===== src/rtl/ecip_pkg.sv =====
package ecip_pkg;

  // ==========================================================
  // register map
  localparam logic [15:0] ADDR_PIN_IRQ_SELECT  = 16'hff20;
  localparam logic [15:0] ADDR_PIN_LEVEL       = 16'hff21;
  localparam logic [15:0] ADDR_EDGE_COMPARE    = 16'hff22;
  localparam logic [15:0] ADDR_PIN_IRQ_ENABLE  = 16'hffe4;
  localparam logic [15:0] ADDR_PIN_IRQ_PENDING = 16'hfff4;

  // ==========================================================
  // widths, fields and reset values
  localparam int          PIN_COUNT          = 4;
  localparam int          TIMER_PIN_INDEX    = 3;
  localparam int          FLAG_BIT           = 0;
  localparam logic [3:0]  RESET_SELECT       = 4'h0;
  localparam logic [3:0]  RESET_COMPARE      = 4'hf;
  localparam logic        RESET_ENABLE       = 1'h0;
  localparam logic        RESET_PENDING      = 1'h0;

  // ==========================================================
  // carriers
  typedef struct packed {
    logic        rd;
    logic        wr;
    logic [15:0] addr;
    logic [3:0]  wdata;
  } ecip_bus_req_type;

  typedef struct packed {
    logic [3:0] sync1;
    logic [3:0] sync2;
    logic [3:0] select;
    logic [3:0] compare;
    logic       enable;
    logic       pending;
    logic       matched;
    logic [3:0] rdata;
  } ecip_state_type;

endpackage


===== src/rtl/ecip_port.sv =====
`timescale 1ns/100ps
`default_nettype none
// Behaviour
// - pin level register returns live pin levels
// - writes to pin level register ignored
// - select bit includes pin in interrupt
// - compare bit one falling, zero rising
// - only selected pins enter the match
// - interrupt when match turns to mismatch
// - mismatch to mismatch raises nothing new
// - condition sets pending regardless of enable
// - request reaches cpu only when enabled
// - write one clears pending, zero ignored
// - uncleared pending keeps requesting interrupt
// - pin interrupt also wakes from sleep
// - compare register resets to all ones
// - pending, select, enable reset to zero
// - fourth pin also feeds timer clock
module ecip_port
  import ecip_pkg::*;
(
  input  wire logic                       clk,
  input  wire logic                       rst,
  input  wire logic                       clk_en,
  input  wire logic [3:0]                 input_pins,
  input  wire ecip_pkg::ecip_bus_req_type bus_req,
  output logic [3:0]                      bus_rdata,
  output logic                            irq_request,
  output logic                            wake_request,
  output logic                            timer_shared_pin
);
  import ecip_pkg::*;

  ecip_state_type state;
  ecip_state_type next_state;
  logic           match_now;
  logic           irq_event;
  logic [3:0]     pin_ok;
  logic           addr_mapped;

  // ==========================================================
  // address decode, used by both read and write paths
  function automatic logic hit(input logic [15:0] a, input logic [15:0] reg_addr);
    hit = (a == reg_addr);
  endfunction

  // read multiplexer; unused flag bits come back as zero
  function automatic logic [3:0] read_value(input logic [15:0] a, input ecip_state_type s);
    read_value = 4'h0;
    if (hit(a, ADDR_PIN_IRQ_SELECT))
      read_value = s.select;
    if (hit(a, ADDR_PIN_LEVEL))
      read_value = s.sync2;
    if (hit(a, ADDR_EDGE_COMPARE))
      read_value = s.compare;
    if (hit(a, ADDR_PIN_IRQ_ENABLE))
      read_value = {3'h0, s.enable};
    if (hit(a, ADDR_PIN_IRQ_PENDING))
      read_value = {3'h0, s.pending};
  endfunction

  // any register of this block; everything else reads as zero
  assign addr_mapped = hit(bus_req.addr, ADDR_PIN_IRQ_SELECT)
                     | hit(bus_req.addr, ADDR_PIN_LEVEL)
                     | hit(bus_req.addr, ADDR_EDGE_COMPARE)
                     | hit(bus_req.addr, ADDR_PIN_IRQ_ENABLE)
                     | hit(bus_req.addr, ADDR_PIN_IRQ_PENDING);

  // ==========================================================
  // match detection
  // unselected pins are forced to match so they never change the result
  genvar g;
  generate
    for (g = 0; g < PIN_COUNT; g++)
    begin : g_pin
      // compare bit one expects a high pin, so a fall breaks the match
      assign pin_ok[g] = ~state.select[g] | (state.sync2[g] == state.compare[g]);
    end
  endgenerate
  assign match_now = &pin_ok;
  // only the matching-to-mismatch transition fires; mismatch to mismatch is quiet
  assign irq_event = state.matched & ~match_now;

  always_comb
  begin
    next_state = state;
    next_state.sync1 = input_pins;
    next_state.sync2 = state.sync1;
    next_state.matched = match_now;
    if (bus_req.wr && hit(bus_req.addr, ADDR_PIN_IRQ_SELECT))
      next_state.select = bus_req.wdata;
    if (bus_req.wr && hit(bus_req.addr, ADDR_EDGE_COMPARE))
      next_state.compare = bus_req.wdata;
    if (bus_req.wr && hit(bus_req.addr, ADDR_PIN_IRQ_ENABLE))
      next_state.enable = bus_req.wdata[FLAG_BIT];
    // pin level has no write path at all
    if (bus_req.wr && hit(bus_req.addr, ADDR_PIN_IRQ_PENDING) && bus_req.wdata[FLAG_BIT])
      next_state.pending = 1'b0;
    // set after clear so a same-cycle event is never lost
    if (irq_event)
      next_state.pending = 1'b1;
    // idle cycles and unmapped addresses return zero
    next_state.rdata = 4'h0;
    if (bus_req.rd)
      next_state.rdata = read_value(bus_req.addr, state);
  end

  always_ff @(posedge clk or posedge rst)
  begin
    if (rst)
    begin
      state.sync1   <= 4'h0;
      state.sync2   <= 4'h0;
      state.select  <= RESET_SELECT;
      state.compare <= RESET_COMPARE;
      state.enable  <= RESET_ENABLE;
      state.pending <= RESET_PENDING;
      state.matched <= 1'b1;
      state.rdata   <= 4'h0;
    end
    else if (clk_en)
    begin
      state <= next_state;
    end
  end

  // ==========================================================
  // outputs
  assign bus_rdata = state.rdata;
  // level request: stays up until software clears pending
  assign irq_request = state.pending & state.enable;
  // wake needs the same enable, so software must arm it before sleeping
  assign wake_request = state.pending & state.enable;
  // the timer sees the raw pin; it runs its own noise rejection
  assign timer_shared_pin = input_pins[TIMER_PIN_INDEX];
endmodule
`default_nettype wire


===== config.mk =====
export PLATFORM = sky130hd
export DESIGN_NAME = ecip_port
export DESIGN_NICKNAME = d
export VERILOG_FILES = /design/src/rtl/ecip_pkg.sv /design/src/rtl/ecip_port.sv
export SDC_FILE = /design/constraint.sdc
export NUM_CORES = 1
export LEC_CHECK = 0
export ABC_AREA = 0
export BUFFER_PORTS_ARGS = -buffer_cell sky130_fd_sc_hd__buf_4
export CAP_MARGIN = 25
export CELL_PAD_IN_SITES_DETAIL_PLACEMENT = 0
export CELL_PAD_IN_SITES_GLOBAL_PLACEMENT = 1
export CORE_MARGIN = 1
export CORE_UTILIZATION = 42
export CTS_CLUSTER_DIAMETER = 40
export CTS_CLUSTER_SIZE = 28
export DETAILED_ROUTE_END_ITERATION = 10
export PLACE_DENSITY = 0.87
export REMOVE_ABC_BUFFERS = 1
export SETUP_SLACK_MARGIN = 0.15
export SLEW_MARGIN = 15
export SYNTH_ARGS = -nofsm -noshare
export SYNTH_HDL_FRONTEND = slang
export SYNTH_SLANG_ARGS = --single-unit

===== constraint.sdc =====
create_clock -name clk -period 3 [get_ports clk]
set_input_delay 0.3 -clock clk [delete_from_list [all_inputs] [get_ports clk]]
set_output_delay 0.3 -clock clk [all_outputs]
set_load 0.01 [all_outputs]

==> impl_metrics.yaml <==
run_status:
  status: "finished, final reports clean"
detailed_routing:
  dr.pass1.iters: 4
  vias_per_cell: 5.48
  wl_mm: 2.24
  num_vias: 876
  drcViolationCount: 0
  wl_per_cell_um: 14.0
  ant_nets: 0
  met3WireLength_um: 133
  wirelength_met1_um: 963
  wl_met2_mm: 1.13
  top_layer: "met4"
  drt_iter0_markers: 13
sta:
  rsz0062_at_grt: "no"
  hold_viol_final: 0
  worst_pin_slew_ns: 0.833
  timing.fmax_mhz: 739
  relSlewSlack: 0.444
  period_share: 0.451
  final-setup-viol-count: 0
  clock-skew-final_ns: 0.00490
  drv_slew: 0
  min_period_ns: 1.35
  fin_tns_setup_ns: 0
clock_tree:
  cts-root-buf: "clkbuf_4"
  clock_latency_ns: 0.30
  postCtsHoldBufs: 0
  cts_buffers: 3
  cts_resized: 0
  cts_sinks: 23
  clock_tree.buffer_depth: 2
  cts_max_level: 1
  post-cts-setup-buffers: 0
  cts_tree: "done"
  path_clk_slew_ns: 0.12
global_routing:
  globalRouteOverflowTotal: 0
  grt_usage: 0.175
  grt_pass1_vias: 881
  grt_max_degree: 24
  grt_pass1_wl_mm: 3.66
  antenna_found_initial: 0
place:
  dp_hpwl_mm: 1.82
  placed_area_um2: 1430
  io_buffers: 35
  place_congestion: 0.721
power_and_ir_drop:
  power.static_leakage_nw: 0.718
  vdd_drop_max_mv: 0.285
  powerDensity_nw_per_um2: 376
layout:
  area_growth_pct: 23.2
  layout.nets: 160
  final_area_um2: 1460
  diodes: 0
  drive_above_1_share: 0.485
  layout_commonest_cell: "buf_4"
  layout.cells.most_common_list: "buf_4, dfrtp_1, mux2_2, inv_1"
synthesis:
  avgSynthCellArea_um2: 12.0
  synth_cells: 99
  yosys.area.top_type: "dfrtp_1"
  netlist_area_um2: 1180
  netlist_top_cells_area: "dfrtp_1, mux2_2, dfstp_2"
  synth.distinct_cells: 30
  synth_top_area_frac: 0.381
  synth_seq_area_share: 0.492
  synth_seq_cells: 23
  synth_warnings: 0
floorplanning:
  die_w_um: 55.1
  start_util: 0.461
  die_y_um: 55.1
  core_um2: 2570
  ios: 36
  std_cell_rows: 18
  die_area_um2: 3030
setup_path:
  slowest_delay_ns: 0.34
  cp_data_required_time_ns: 3.19
  worstPathCellList: "buf_4 -> nand4b_2 -> nor4_4 -> nand3_1 -> mux2_2"
  crit_type: "input pin to flop"
  start_kind: "input pin"
  worst-path-max-fanout: 13
  cpMaxStageDelayCell: "mux2_2"
  cp-end-kind: "flop"
  arrival_ns: 1.54
run:
  cap_violations: 0
hold_path:
  hold_class: "input pin to asynchronous set/reset pin"
[critical path: cells and delay by family]
family / cells / cell delay, ns
and+or+nand+nor: 3 / 0.73
muxes: 1 / 0.34
buffers and inverters: 1 / 0.18
[final cells by class]
cell class	count	area [µm²]
well taps	30	37.5
clock buffers	4	26.3
repair buffers	35	263
fillers	245	1110
inverters	7	26.3
flip-flops and latches	23	582
multi-input cells	61	523
[Yosys cell counts]
cell	instances
xor2_1	4
nand4b_1	1
a32oi_1	1
nor3_1	1
inv_1	7
mux2i_1	5
clkbuf_1	2
dfrtp_1	18
a32o_1	1
a22oi_1	2
nand4b_2	2
buf_4	6
and2_1	1
mux2_2	16
nor2_1	5
and4_1	1
o21ai_0	1
nor4_2	1
nand2_1	2
dfstp_2	5
nand4_1	2
a31oi_1	1
o2bb2ai_1	1
a21oi_1	4
o22ai_1	2
nand3_1	3
nor2b_1	1
nor4_4	1
mux2_1	1
o31ai_1	1
[per-stage QoR]
stage / worst slack (ns) / instances / total power [mW] / util / hold WS [ns]
2_1_floorplan: 1.59 / 91 / 0.373 / - / 0.298
3_3_place_gp: 1.39 / 156 / 0.417 / 0.558 / 0.469
3_5_place_dp: 1.32 / 156 / 0.421 / 0.558 / 0.473
4_1_cts: 1.65 / 160 / 0.559 / 0.568 / 0.187
5_1_grt: 1.55 / 160 / 0.576 / 0.568 / 0.213
6_report: 1.65 / 160 / 0.549 / 0.568 / 0.152
[cells by family (layout without fill, tap and decap cells)]
logic type	after synthesis	count (layout)	synth area share
flip-flops	23	23	0.492
multiplexers	22	22	0.204
AND/OR/NAND/NOR	21	21	0.129
buffers and inverters	15	46	0.0666
AO/OA/AOI/OAI	14	14	0.0793
XOR/XNOR	4	4	0.0296
[path summary, 6_finish.rpt]
check | start | end | slack, ns | cells past startpoint
setup / recovery | clk_en | state[11]$_DFFE_PP0P_ | 1.65 | 5
hold / removal | rst | next_state[17]$_DFFE_PP0P_ | 0.15 | 2
setup reg to reg | state[9]$_DFFE_PP1P_ | state[5]$_DFFE_PP0P_ | 1.71 | 4
hold reg to reg | state[4]$_DFFE_PP1P_ | state[4]$_DFFE_PP1P_ | 0.49 | 2
max in group asynchronous | rst | state[18]$_DFFE_PP0P_ | 2.33 | 2
min in group clk | input_pins[0] | next_state[15]$_DFFE_PP0P_ | 0.22 | 2
[routing by layer]
layer | vias up | GRT usage
met5 | - | 0
met4 | 0 | 0.0500
met3 | 2 | 0.0328
met2 | 29 | 0.339
met1 | 431 | 0.190
li1 | 414 | -
[registers in the layout (all words and copies together), names as in the netlist]
signal      cells
bus_rdata       4
state          15
next_state      4
[where the power goes]
group | switching [mW] | internal, mW | leakage (nW) | total [mW]
sequential | 0.0109 | 0.325 | 0.285 | 0.336
combinational | 0.0324 | 0.0448 | 0.418 | 0.0772
clock | 0.0833 | 0.0517 | 0.0150 | 0.135
total | 0.127 | 0.422 | 0.718 | 0.549
No activity file was read; power rests on OpenSTA's default activity.
